--- config.mk ---
export PLATFORM = sky130hd
export DESIGN_NAME = acs_top
export DESIGN_NICKNAME = d
export VERILOG_FILES = /design/src/rtl/acs_pkg.sv /design/src/rtl/acs_top.sv
export SDC_FILE = /design/constraint.sdc
export NUM_CORES = 2
export LEC_CHECK = 0
export ABC_AREA = 0
export BUFFER_PORTS_ARGS = -buffer_cell sky130_fd_sc_hd__buf_4
export CAP_MARGIN = 0
export CORE_UTILIZATION = 35
export DETAILED_ROUTE_END_ITERATION = 7
export PLACE_DENSITY_LB_ADDON = 0.3
export REMOVE_ABC_BUFFERS = 1
export SYNTH_ARGS = -nofsm -noshare
export SYNTH_HDL_FRONTEND = slang
export SYNTH_SLANG_ARGS = --single-unit
--- constraint.sdc ---
create_clock -name CLK_IN -period 3.82 [get_ports CLK_IN]
set_input_delay 0.191 -clock CLK_IN [delete_from_list [all_inputs] [get_ports CLK_IN]]
set_output_delay 0.191 -clock CLK_IN [all_outputs]
set_load 0.1 [all_outputs]
--- src/rtl/acs_pkg.sv ---
// constants and types for the converter sequencer control block
// assumes a single 100 MHz clock and an AHB-Lite register port
// Contract
// - four sequencers, depths eight, four, four, one
// - queue word: result in low ten bits
// - each step: input nibble plus control nibble
// - sequencer runs only while its enable set
// - any step may raise its sequencer interrupt
// - end flag stops sequence after that step
// - queue read returns oldest entry, removes it
// - status shows head, tail, full, empty
// - overflow and underflow recorded per sequencer
// - raw status unmasked; mask gates interrupt output
// - writing one clears interrupt; zero ignored
// - concurrent triggers served by priority, zero first
// - per-sequencer trigger source, processor, external and always
// - initiate write starts processor-triggered sequencers
// - averaging up to 64 conversions per entry
// - averaging off after reset, shared by all
// - single-ended codes 0x000 to 0x3FF
// - differential pair n uses inputs 2n, 2n+1
// - differential: even positive, zero difference 0x1FF
// - loopback test mode inside digital section
// - converter clock derived near 16.667 MHz
// - reset priorities: zero highest, three lowest
// - raw bit stays set until cleared
package acs_pkg;
  localparam int CLK_HZ = 100_000_000;
  localparam int CONV_TARGET_HZ = 16_667_000;
  localparam int CONV_DIV = (CLK_HZ + CONV_TARGET_HZ / 2) / CONV_TARGET_HZ;
  localparam logic [2:0] DIV_LAST = 3'(CONV_DIV - 1);
  localparam logic [2:0] DIV_HALF = 3'(CONV_DIV / 2);
  localparam int NSEQ = 4;
  localparam int MAXD = 8;
  localparam int RES_W = 10;
  localparam logic [3:0][3:0] SEQ_DEPTH = {4'h1, 4'h4, 4'h4, 4'h8};
  localparam logic [8:0] OFF_ACTSS = 9'h000;
  localparam logic [8:0] OFF_RIS = 9'h004;
  localparam logic [8:0] OFF_IM = 9'h008;
  localparam logic [8:0] OFF_ISC = 9'h00C;
  localparam logic [8:0] OFF_OSTAT = 9'h010;
  localparam logic [8:0] OFF_EMUX = 9'h014;
  localparam logic [8:0] OFF_USTAT = 9'h018;
  localparam logic [8:0] OFF_SSPRI = 9'h020;
  localparam logic [8:0] OFF_PSSI = 9'h028;
  localparam logic [8:0] OFF_SAC = 9'h030;
  localparam logic [8:0] OFF_TMLB = 9'h100;
  localparam logic [8:0] SEQ_LO = 9'h040;
  localparam logic [8:0] SEQ_HI = 9'h0BF;
  localparam logic [4:0] SUB_MUX = 5'h00;
  localparam logic [4:0] SUB_CTL = 5'h04;
  localparam logic [4:0] SUB_FIFO = 5'h08;
  localparam logic [4:0] SUB_FST = 5'h0C;
  localparam logic [1:0] SEQ_IDX_OFS = 2'h2;
  localparam logic [15:0] SSPRI_RST = 16'h3210;
  localparam logic [15:0] SSPRI_MASK = 16'h3333;
  localparam logic [31:0] SCTL3_RST = 32'h0000_0002;
  localparam logic [2:0] SAC_MAX = 3'h6;
  localparam int CTL_DIFF = 0;
  localparam int CTL_END = 1;
  localparam int CTL_IE = 2;
  localparam int CTL_TS = 3;
  localparam int FST_HPTR = 4;
  localparam int FST_EMPTY = 8;
  localparam int FST_FULL = 12;
  localparam logic [3:0] TRIG_PROC = 4'h0;
  localparam logic [3:0] TRIG_EXT = 4'h1;
  localparam logic [3:0] TRIG_ALWAYS = 4'hF;
  typedef enum logic [1:0] {S_IDLE, S_START, S_WAIT} acs_st_e;
endpackage

--- src/rtl/acs_top.sv ---
// sequencer control around a 10-bit converter core, AHB-Lite slave
// assumes converter core handshake on CLK_IN; TRIG_IN asynchronous
`timescale 1ns/100ps
`default_nettype none
module acs_top
  import acs_pkg::*;
(
  input wire logic CLK_IN,
  input wire logic ARST_N_IN,
  input wire logic HSEL_IN,
  input wire logic [31:0] HADDR_IN,
  input wire logic [1:0] HTRANS_IN,
  input wire logic HWRITE_IN,
  input wire logic [2:0] HSIZE_IN,
  input wire logic [31:0] HWDATA_IN,
  input wire logic HREADY_IN,
  output logic [31:0] HRDATA_OUT,
  output logic HREADYOUT_OUT,
  output logic HRESP_OUT,
  input wire logic [3:0] TRIG_IN,
  output logic CONV_CLK_OUT,
  output logic CONV_START_OUT,
  output logic [3:0] CONV_POS_OUT,
  output logic [3:0] CONV_NEG_OUT,
  output logic CONV_DIFF_OUT,
  output logic CONV_TEMP_OUT,
  input wire logic CONV_DONE_IN,
  input wire logic [9:0] CONV_DATA_IN,
  output logic [3:0] IRQ_OUT
);
  typedef struct packed {
    logic ph_wr;
    logic ph_rd;
    logic [8:0] ph_addr;
    logic rdy;
    logic [31:0] rdata;
    logic [3:0] actss;
    logic [3:0] im;
    logic [3:0] ris;
    logic [3:0] ostat;
    logic [3:0] ustat;
    logic [3:0] pend;
    logic [3:0] trig1;
    logic [3:0] trig2;
    logic [3:0] trigp;
    logic [15:0] emux;
    logic [15:0] sspri;
    logic [2:0] sac;
    logic tmlb;
    logic [NSEQ-1:0][31:0] smux;
    logic [NSEQ-1:0][31:0] sctl;
    logic [NSEQ-1:0][MAXD-1:0][RES_W-1:0] mem;
    logic [NSEQ-1:0][2:0] head;
    logic [NSEQ-1:0][2:0] tail;
    logic [NSEQ-1:0][3:0] cnt;
    logic [2:0] div;
    logic cclk;
    acs_st_e st;
    logic [1:0] cur;
    logic [2:0] step;
    logic [15:0] acc;
    logic [6:0] nacc;
    logic start;
    logic [3:0] pos;
    logic [3:0] neg;
    logic diff;
    logic temp;
  } acs_state_s;

  acs_state_s r_q;
  acs_state_s r_d;
  logic tick;
  logic [1:0] sq;
  logic is_seq;
  logic [31:0] rd_val;
  logic [3:0] isc_clr;
  logic [3:0] pssi;
  logic [3:0] pop;
  logic [3:0] elig;
  logic found;
  logic [1:0] win;
  logic [1:0] bestp;
  logic [3:0] nib;
  logic [3:0] cn;
  logic push;
  logic [9:0] smp;
  logic [15:0] sum;
  logic [6:0] navg;
  logic last;

  assign tick = r_q.div == DIV_LAST;
  assign sq = 2'(r_q.ph_addr[6:5] - SEQ_IDX_OFS);
  assign is_seq = r_q.ph_addr >= SEQ_LO && r_q.ph_addr <= SEQ_HI;
  assign isc_clr = (r_q.ph_wr && r_q.ph_addr == OFF_ISC) ?
                   HWDATA_IN[3:0] : 4'h0;
  assign HRDATA_OUT = r_q.rdata;
  assign HREADYOUT_OUT = r_q.rdy;
  assign HRESP_OUT = 1'b0;
  assign CONV_CLK_OUT = r_q.cclk;
  assign CONV_START_OUT = r_q.start;
  assign CONV_POS_OUT = r_q.pos;
  assign CONV_NEG_OUT = r_q.neg;
  assign CONV_DIFF_OUT = r_q.diff;
  assign CONV_TEMP_OUT = r_q.temp;
  assign IRQ_OUT = r_q.ris & r_q.im;

  // register read view
  always_comb begin
    rd_val = 32'h0;
    case (r_q.ph_addr)
      OFF_ACTSS: rd_val[3:0] = r_q.actss;
      OFF_RIS: rd_val[3:0] = r_q.ris;
      OFF_IM: rd_val[3:0] = r_q.im;
      OFF_ISC: rd_val[3:0] = r_q.ris & r_q.im;
      OFF_OSTAT: rd_val[3:0] = r_q.ostat;
      OFF_EMUX: rd_val[15:0] = r_q.emux;
      OFF_USTAT: rd_val[3:0] = r_q.ustat;
      OFF_SSPRI: rd_val[15:0] = r_q.sspri;
      OFF_SAC: rd_val[2:0] = r_q.sac;
      OFF_TMLB: rd_val[0] = r_q.tmlb;
      default: begin
        if (is_seq) begin
          case (r_q.ph_addr[4:0])
            SUB_MUX: rd_val = r_q.smux[sq];
            SUB_CTL: rd_val = r_q.sctl[sq];
            SUB_FIFO: rd_val[RES_W-1:0] = r_q.mem[sq][r_q.head[sq]];
            SUB_FST: begin
              rd_val[2:0] = r_q.tail[sq];
              rd_val[FST_HPTR +: 3] = r_q.head[sq];
              rd_val[FST_EMPTY] = r_q.cnt[sq] == 4'h0;
              rd_val[FST_FULL] = r_q.cnt[sq] == SEQ_DEPTH[sq];
            end
            default: rd_val = 32'h0;
          endcase
        end
      end
    endcase
  end

  always_comb begin
    r_d = r_q;
    pssi = 4'h0;
    pop = 4'h0;
    push = 1'b0;
    found = 1'b0;
    win = 2'h0;
    bestp = 2'h3;
    nib = 4'h0;
    cn = 4'h0;
    smp = 10'h0;
    sum = 16'h0;
    navg = 7'h0;
    last = 1'b0;
    r_d.start = 1'b0;
    r_d.trig1 = TRIG_IN;
    r_d.trig2 = r_q.trig1;
    r_d.trigp = r_q.trig2;
    // converter clock divider, outputs high for the first half
    r_d.div = tick ? 3'h0 : 3'(r_q.div + 3'h1);
    r_d.cclk = r_d.div < DIV_HALF;

    // bus: reads take one wait state so they see earlier writes
    if (r_q.ph_rd) begin
      r_d.rdata = rd_val;
      r_d.rdy = 1'b1;
      r_d.ph_rd = 1'b0;
      if (is_seq && r_q.ph_addr[4:0] == SUB_FIFO) begin
        pop[sq] = 1'b1;
      end
    end
    if (r_q.ph_wr) begin
      case (r_q.ph_addr)
        OFF_ACTSS: r_d.actss = HWDATA_IN[3:0];
        OFF_IM: r_d.im = HWDATA_IN[3:0];
        OFF_ISC: r_d.ris = r_q.ris & ~isc_clr;
        OFF_OSTAT: r_d.ostat = r_q.ostat & ~HWDATA_IN[3:0];
        OFF_EMUX: r_d.emux = HWDATA_IN[15:0];
        OFF_USTAT: r_d.ustat = r_q.ustat & ~HWDATA_IN[3:0];
        OFF_SSPRI: r_d.sspri = HWDATA_IN[15:0] & SSPRI_MASK;
        OFF_PSSI: pssi = HWDATA_IN[3:0];
        OFF_SAC: r_d.sac = (HWDATA_IN[2:0] > SAC_MAX) ?
                           SAC_MAX : HWDATA_IN[2:0];
        OFF_TMLB: r_d.tmlb = HWDATA_IN[0];
        default: begin
          if (is_seq && r_q.ph_addr[4:0] == SUB_MUX) begin
            r_d.smux[sq] = HWDATA_IN;
          end else if (is_seq && r_q.ph_addr[4:0] == SUB_CTL) begin
            r_d.sctl[sq] = HWDATA_IN;
          end
        end
      endcase
    end
    if (HSEL_IN && HREADY_IN && HTRANS_IN[1]) begin
      r_d.ph_wr = HWRITE_IN;
      r_d.ph_rd = !HWRITE_IN;
      r_d.ph_addr = HADDR_IN[8:0];
      r_d.rdy = HWRITE_IN;
    end else if (HREADY_IN) begin
      r_d.ph_wr = 1'b0;
    end

    // fixed-priority pick; equal values fall back to lower index
    elig = r_q.pend & r_q.actss;
    for (int i = 0; i < NSEQ; i++) begin
      if (elig[i] && (!found || r_q.sspri[4*i +: 2] < bestp)) begin
        found = 1'b1;
        win = 2'(i);
        bestp = r_q.sspri[4*i +: 2];
      end
    end

    nib = r_q.smux[r_q.cur][4*r_q.step +: 4];
    cn = r_q.sctl[r_q.cur][4*r_q.step +: 4];
    last = cn[CTL_END] ||
           {1'b0, r_q.step} == 4'(SEQ_DEPTH[r_q.cur] - 4'h1);
    // loopback result tags sequencer, step, input and mode
    smp = r_q.tmlb ? {r_q.cur, r_q.step, r_q.pos, r_q.diff} :
                     CONV_DATA_IN;
    sum = 16'(r_q.acc + {6'h0, smp});
    navg = 7'(r_q.nacc + 7'h1);
    case (r_q.st)
      S_IDLE: begin
        if (tick && found) begin
          r_d.pend[win] = 1'b0;
          r_d.cur = win;
          r_d.step = 3'h0;
          r_d.acc = 16'h0;
          r_d.nacc = 7'h0;
          r_d.st = S_START;
        end
      end
      S_START: begin
        if (tick) begin
          r_d.pos = cn[CTL_DIFF] ? {nib[2:0], 1'b0} : nib;
          r_d.neg = {nib[2:0], 1'b1};
          r_d.diff = cn[CTL_DIFF];
          r_d.temp = cn[CTL_TS];
          r_d.start = !r_q.tmlb;
          r_d.st = S_WAIT;
        end
      end
      S_WAIT: begin
        if ((CONV_DONE_IN && !r_q.tmlb) || (r_q.tmlb && tick)) begin
          if (navg == (7'h1 << r_q.sac)) begin
            push = 1'b1;
            r_d.acc = 16'h0;
            r_d.nacc = 7'h0;
            if (cn[CTL_IE]) begin
              r_d.ris[r_q.cur] = 1'b1;
            end
            if (last) begin
              r_d.st = S_IDLE;
            end else begin
              r_d.step = 3'(r_q.step + 3'h1);
              r_d.st = S_START;
            end
          end else begin
            r_d.acc = sum;
            r_d.nacc = navg;
            r_d.st = S_START;
          end
        end
      end
      default: r_d.st = S_IDLE;
    endcase
    if (r_q.st != S_IDLE && !r_q.actss[r_q.cur]) begin
      r_d.st = S_IDLE;
      r_d.start = 1'b0;
    end

    // triggers; a new trigger beats the pending clear
    for (int i = 0; i < NSEQ; i++) begin
      case (r_q.emux[4*i +: 4])
        TRIG_PROC: if (pssi[i]) r_d.pend[i] = 1'b1;
        TRIG_EXT: if (r_q.trig2[i] && !r_q.trigp[i]) r_d.pend[i] = 1'b1;
        TRIG_ALWAYS: r_d.pend[i] = 1'b1;
        default: r_d.pend[i] = r_d.pend[i];
      endcase
      if (!r_q.actss[i]) begin
        r_d.pend[i] = 1'b0;
      end
    end

    // result queues
    for (int i = 0; i < NSEQ; i++) begin
      if (pop[i] && r_q.cnt[i] == 4'h0) begin
        r_d.ustat[i] = 1'b1;
      end else if (pop[i]) begin
        r_d.head[i] = ({1'b0, r_q.head[i]} == 4'(SEQ_DEPTH[i] - 4'h1)) ?
                      3'h0 : 3'(r_q.head[i] + 3'h1);
      end
      if (push && r_q.cur == 2'(i)) begin
        if (r_q.cnt[i] == SEQ_DEPTH[i]) begin
          r_d.ostat[i] = 1'b1;
        end else begin
          r_d.mem[i][r_q.tail[i]] = r_q.sac == 3'h0 ? smp :
                                    10'(sum >> r_q.sac);
          r_d.tail[i] = ({1'b0, r_q.tail[i]} ==
                         4'(SEQ_DEPTH[i] - 4'h1)) ?
                        3'h0 : 3'(r_q.tail[i] + 3'h1);
        end
      end
      r_d.cnt[i] = 4'(r_q.cnt[i]
        + {3'h0, push && r_q.cur == 2'(i) && r_q.cnt[i] != SEQ_DEPTH[i]}
        - {3'h0, pop[i] && r_q.cnt[i] != 4'h0});
    end
  end

  always_ff @(posedge CLK_IN or negedge ARST_N_IN) begin
    if (!ARST_N_IN) begin
      r_q <= '0;
      r_q.rdy <= 1'b1;
      r_q.sspri <= SSPRI_RST;
      r_q.sctl[3] <= SCTL3_RST;
    end else begin
      r_q <= r_d;
    end
  end
endmodule
`default_nettype wire

======== Word level (Yosys, flattened, before mapping) ========
Cells that the tools add are included.
operators by class
  add/subtract/negate cells ............... 22
  multipliers ............................. 0
  div/mod/pow operators ................... 0
  order comparisons ....................... 22
  eq/ne operators ......................... 51
  shifts and indexed selects .............. 4
  muxes and demuxes ....................... 149
  bitwise gates (word level) .............. 20
  reductions and logical operators ........ 117
operators by type and width
  cell                                                           count
  80-bit bitwise mux                                             4
  32-bit binary-select mux with 2-bit select                     4
  128-bit bitwise mux                                            2
  32-bit 2-to-1 mux                                              6
  80-bit binary-select mux with 2-bit select                     1
  10-bit demux with 3-bit select                                 4
  80-bit 2-to-1 mux                                              1
  4-bit 2-to-1 mux                                               18
  10-bit 2-to-1 mux                                              7
  32-bit demux with 2-bit select                                 1
  32-bit by 6-bit variable part select with 4-bit output         2
  26-bit one-hot mux with 2 select lines                         1
  3-bit 2-to-1 mux                                               14
  1-bit logical AND                                              41
  1-bit 2-to-1 mux                                               41
  2-bit AND reduction                                            20
  19-bit one-hot mux with 2 select lines                         1
  4-bit logical NOT                                              9
  12-bit one-hot mux with 3 select lines                         1
  11-bit 2-to-1 mux                                              3
  33-bit 2-to-1 mux                                              1
  3-bit by 1-bit adder with 3-bit output, second input constant  10
  10-bit binary-select mux with 3-bit select                     1
  30-bit 2-to-1 mux                                              1
  other kinds (74)                                               191
storage, ports and cells
  flip-flop bits (word level) ............. 769
  bits in latches ......................... 0
  bits in writable memories ............... 0
  ROM bits ................................ 0
  input port bits ......................... 89
  output and inout port bits .............. 50
  word-level logic and storage cells ...... 470
  memories kept ........................... 0

======== Longest topological paths before layout ========
  depth in word-level cells ............... 25
  depth in mapped cells ................... 19
  depth with buffers taken out ............ 14

======== Least setup slack after synthesis ========
No wires, ideal clock.
  path kind ............................... reg-to-reg
  from .................................... register r_q[772] (netlist name)
  to ...................................... register r_q[55] (netlist name)
  setup time .............................. 0.123 ns
  arrival ................................. 4.088 ns
  slack ................................... -0.390 ns
  stages on the path, launching flop included .. 20
  buffers on the path ..................... 5
  clock period less this slack ............ 4.210 ns
  path through ............................ dfrtp_1 > buf_2 > inv_1 > buf_1 > clkbuf_1 > clkbuf_1 > ha_1 > nand2_1 > o311ai_0 > a21oi_1 > and2_1 > clkbuf_1 > nand4_1 > inv_1 > ha_1 > inv_1 > ha_1 > inv_1 > fa_1 > xnor2_1
RTL lines
  what                      line            text
  start: declaration        acs_top.sv:70   acs_state_s r_q;
  start signal: assignment  acs_top.sv:316  r_q <= r_d;

======== Final worst setup path ========
  from .................................... register r_q[661] (netlist name)
  to ...................................... register r_q[399] (netlist name)
on the way
  longest elaborated chain between the ends .. 7
ends and longest elaborated chain
  what
  branches (longest 7 deep; another with 16-bit by 10-bit adder with 16-bit output)
Several ways; the timed one is not identified.
A chain may end at the register's enable or synchronous reset.

==> key figures <==
Outcome
  – Outcome: complete, no violations

STA
  – Final Setup Violations: 0
  – Tmin final: 3.67 ns
  – Fmax: 0.273 GHz
  – Final WS setup: 0.153 ns
  – Worst rel slew slack: 21.8%
  – Worst Tran Pin Value: 1.17 ns
  – Period utilization: 96.0%
  – Setup TNS: 0 ns
  – Slew Viols, Final: 0
  – RSZ-0062 raised after global routing: no
  – Final Hold Vio Count: 0
  – Min Hold Slack: 0.0914 ns
  – Final Skew: 0.0674 ns

Clocking
  – Root Driver: clkbuf_16
  – Clk_lat worst skew: 0.69 ns
  – Clock H-tree levels: 3
  – CTS clk-pin slew, worst paths: 0.06 ns
  – Maximum root-to-sink buffer count: 3
  – CTS tree: done
  – TritonCTS buffer count: 89
  – # clock sinks: 769

Run
  – Max-cap viol count: 0

Logic synthesis
  – Fraction of registers with async set/reset: 100%
  – Sequential fraction of the synthesis area: 47.6%
  – Most common cell in the netlist: dfrtp_1
  – Post-synth EDFFs: 0
  – Mapped Avg Cell Area: 11.6 µm²
  – Post-synth top flop: dfrtp_1
  – Yosys cell types: 92
  – Syn. warnings: 0
  – Cell taking the most area after synthesis: dfrtp_1
  – Top cell type's share of synthesized area: 47.2%
  – Yosys reg bits: 769
  – Synthesized area: 0.0405 mm²
  – Syn Inst Count: 3503
  – Ranking of synthesized cells by area: dfrtp_1 (47%), mux2_2 (11%), mux4_2 (9.6%), nand2_1 (4.1%), mux2i_1 (3.2%)
  – Top cells by count, synth: dfrtp_1 (763), nand2_1 (444), mux2_2 (404)

Setup path
  – Worst reg2reg path startpoint: r_q[661]$_DFFE_PN0P_
  – Crit path required time: 4.36 ns
  – CP Capture Type: flop
  – FF-to-FF setup slack: 0.15 ns
  – Worst setup path class: reg2reg
  – Worst Setup Start Kind: flop
  – Worst flop-to-flop path endpoint: r_q[399]$_DFFE_PN0P_
  – Reg2reg path depth: 13
  – Critical Path Fanout Max: 32
  – Crit path arrival time: 4.20 ns

Final layout
  – Final Non-Filler Cells: 5239
  – Layout cells sized above 1: 29.8%
  – Layout Nets: 3808
  – Area grow syn2layout: 17.4%

Placement
  – Post-DP HPWL: 83.8 mm
  – IO Port Bufs: 110
  – Place WS: -0.0549 ns
  – Routability cong.: 0.903
  – Dpl cells: 5032

Global route
  – Grt total ovfl: 0
  – First-pass GRT wire length: 191 mm
  – Largest net degree at the start of global routing: 101
  – Number of global-route vias before repair: 29540
  – Initial antenna violation count: 2
  – GRT Total Usage: 21.3%

Routing
  – Vias per cell: 5.66
  – DRC Markers: 0
  – Iter 0 DRT Violations: 2249
  – DR vias: 29672
  – Detail Route Antenna Nets: 0
  – Pre-antenna DRT Iters: 6
  – Routed len/inst: 23.8 µm
  – Drt total wl: 125 mm

Worst hold path
  – Hold path depth: 4
  – Endpoint, Worst Hold: r_q[18]$_DFFE_PN0P_
  – Hold Path Class: in2reg
  – Min-Delay Startpoint: CONV_DATA_IN[0]

Pwr
  – Pwr Density: 494 mW/mm²
  – Max IR drop VDD: 0.394 mV
  – Static leakage: 20.0 nW

Floorplanning
  – I/O Pins: 139
  – Die Y: 342 µm
  – Core area: 0.115 mm²
  – Initial Util: 35.4%
  – Die area: 0.117 mm²
  – Rows: 124
  – Die Wd: 342 µm
-- worst max-delay path, cell delays in order (launching register included) --
cell	delay, ns
dfrtp_1	0.39
buf_12	0.15
mux2_2	0.36
ha_1	0.33
o211a_1	0.25
buf_4	0.13
a221oi_1	0.28
buf_4	0.20
o21ai_1	0.11
xnor2_1	0.17
mux2_2	0.28
a221o_1	0.40
buf_12	0.18
mux2_2	0.29
-- sequential cells by signal (all words and copies together), names as in the netlist --
| signal | flops |
|---|---|
| CONV_TEMP_OUT | 1 |
| CONV_CLK_OUT | 1 |
| HREADYOUT_OUT | 1 |
| CONV_DIFF_OUT | 1 |
| CONV_START_OUT | 1 |
| CONV_NEG_OUT | 4 |
| CONV_POS_OUT | 4 |
| HRDATA_OUT | 32 |
| r_q | 716 |
| r_d | 8 |
-- per-stage QoR --
step	utilization (%)	power [mW]	cell area, µm²
final	41.5	23.5	47500
after floorplan	-	12.8	39100
after CTS	41.5	23.7	47500
after global routing	41.5	24.4	47500
after global placement	38.5	14.9	44100
after detailed placement	38.5	14.9	44100
-- metal layers --
metal / vias to the layer above / part of all wire, % / GRT usage, %
met3: 173 / 5.9 / 3.97
met5: - / 0.010 / 0
met1: 15348 / 44 / 29.2
li1: 13287 / - / -
met4: 2 / 2.7 / 6.37
met2: 862 / 47 / 34.4
-- area by class of cell --
class                           count  area [µm²]
Fill cell                       10878       67000
Multi-Input combinational cell   2341       19700
Sequential cell                   769       19300
Timing Repair Buffer              369        3380
Clock buffer                      131        2560
Tap cell                         1512        1890
Clock inverter                     25         392
Inverter                           91         342
Antenna cell                        1        2.50
-- report_power, final --
part / switching [mW] / internal [mW] / total [mW]
clock network: 3.57 / 5.13 / 8.70
registers: 0.416 / 8.57 / 8.99
logic: 3.49 / 2.31 / 5.79
-- worst max-delay path by stage --
stage,endpoint,slack (ns),start
after global placement,r_q[268]$_DFFE_PN0P_,0.0001,r_q[661]$_DFFE_PN0P_
after detailed placement,r_q[254]$_DFFE_PN0P_,-0.05,r_q[661]$_DFFE_PN0P_
after CTS,r_q[148]$_DFFE_PN0P_,0.03,r_q[661]$_DFFE_PN0P_
after global routing,r_q[126]$_DFFE_PN0P_,0.004,r_q[661]$_DFFE_PN0P_
final,r_q[399]$_DFFE_PN0P_,0.15,r_q[661]$_DFFE_PN0P_
after floorplan,r_q[47]$_DFF_PN0_,-3.92,r_q[772]$_DFFE_PN0P_
-- cell usage in the layout, fill, tap and decap left out, drive strengths merged, types with 11 or more instances in the layout --
cell,netlist,routed
nand4,21,21
and2,12,12
a21o,14,14
dfrtp,763,763
o31ai,139,139
a22oi,19,19
clkinv,2,15
xnor2,14,14
mux2,404,404
nand2,444,444
o21ai,260,260
a221oi,11,11
nand3,68,68
inv,89,92
a21oi,84,84
o22ai,14,14
mux2i,130,130
mux4,173,173
dlygate4sd3,0,49
ha,53,53
nor4,12,12
nor2b,18,18
a31oi,30,30
clkbuf,167,131
nor3,28,28
buf,135,320
and3,20,20
a211oi,11,11
nor2,93,93
o2111ai,36,36
nand2b,20,20
a22o,30,30
-- cells by family (layout without fill, tap and decap cells) --
group / after synthesis / in the layout / share of synthesized area, %
fa+ha+maj: 59 / 59 / 1.91
xor+xnor: 24 / 24 / 0.519
buf+inv: 393 / 616 / 4.23
mux: 707 / 707 / 24.1
simple gates: 792 / 792 / 8.98
compound gates: 758 / 758 / 12.7
flops: 769 / 769 / 47.6
other cells: 1 / 2 / 0.00926
-- what timing repair did --
item                                   4_1_cts  5_1_grt
setup endpoints to repair                   29      224
hold buffers                                49        0
pin swaps                                    0        0
resized for setup                            1        8
endpoints found under the hold margin      354        0
buffers inserted                             0        1
Power figures use the tool's default switching activity.
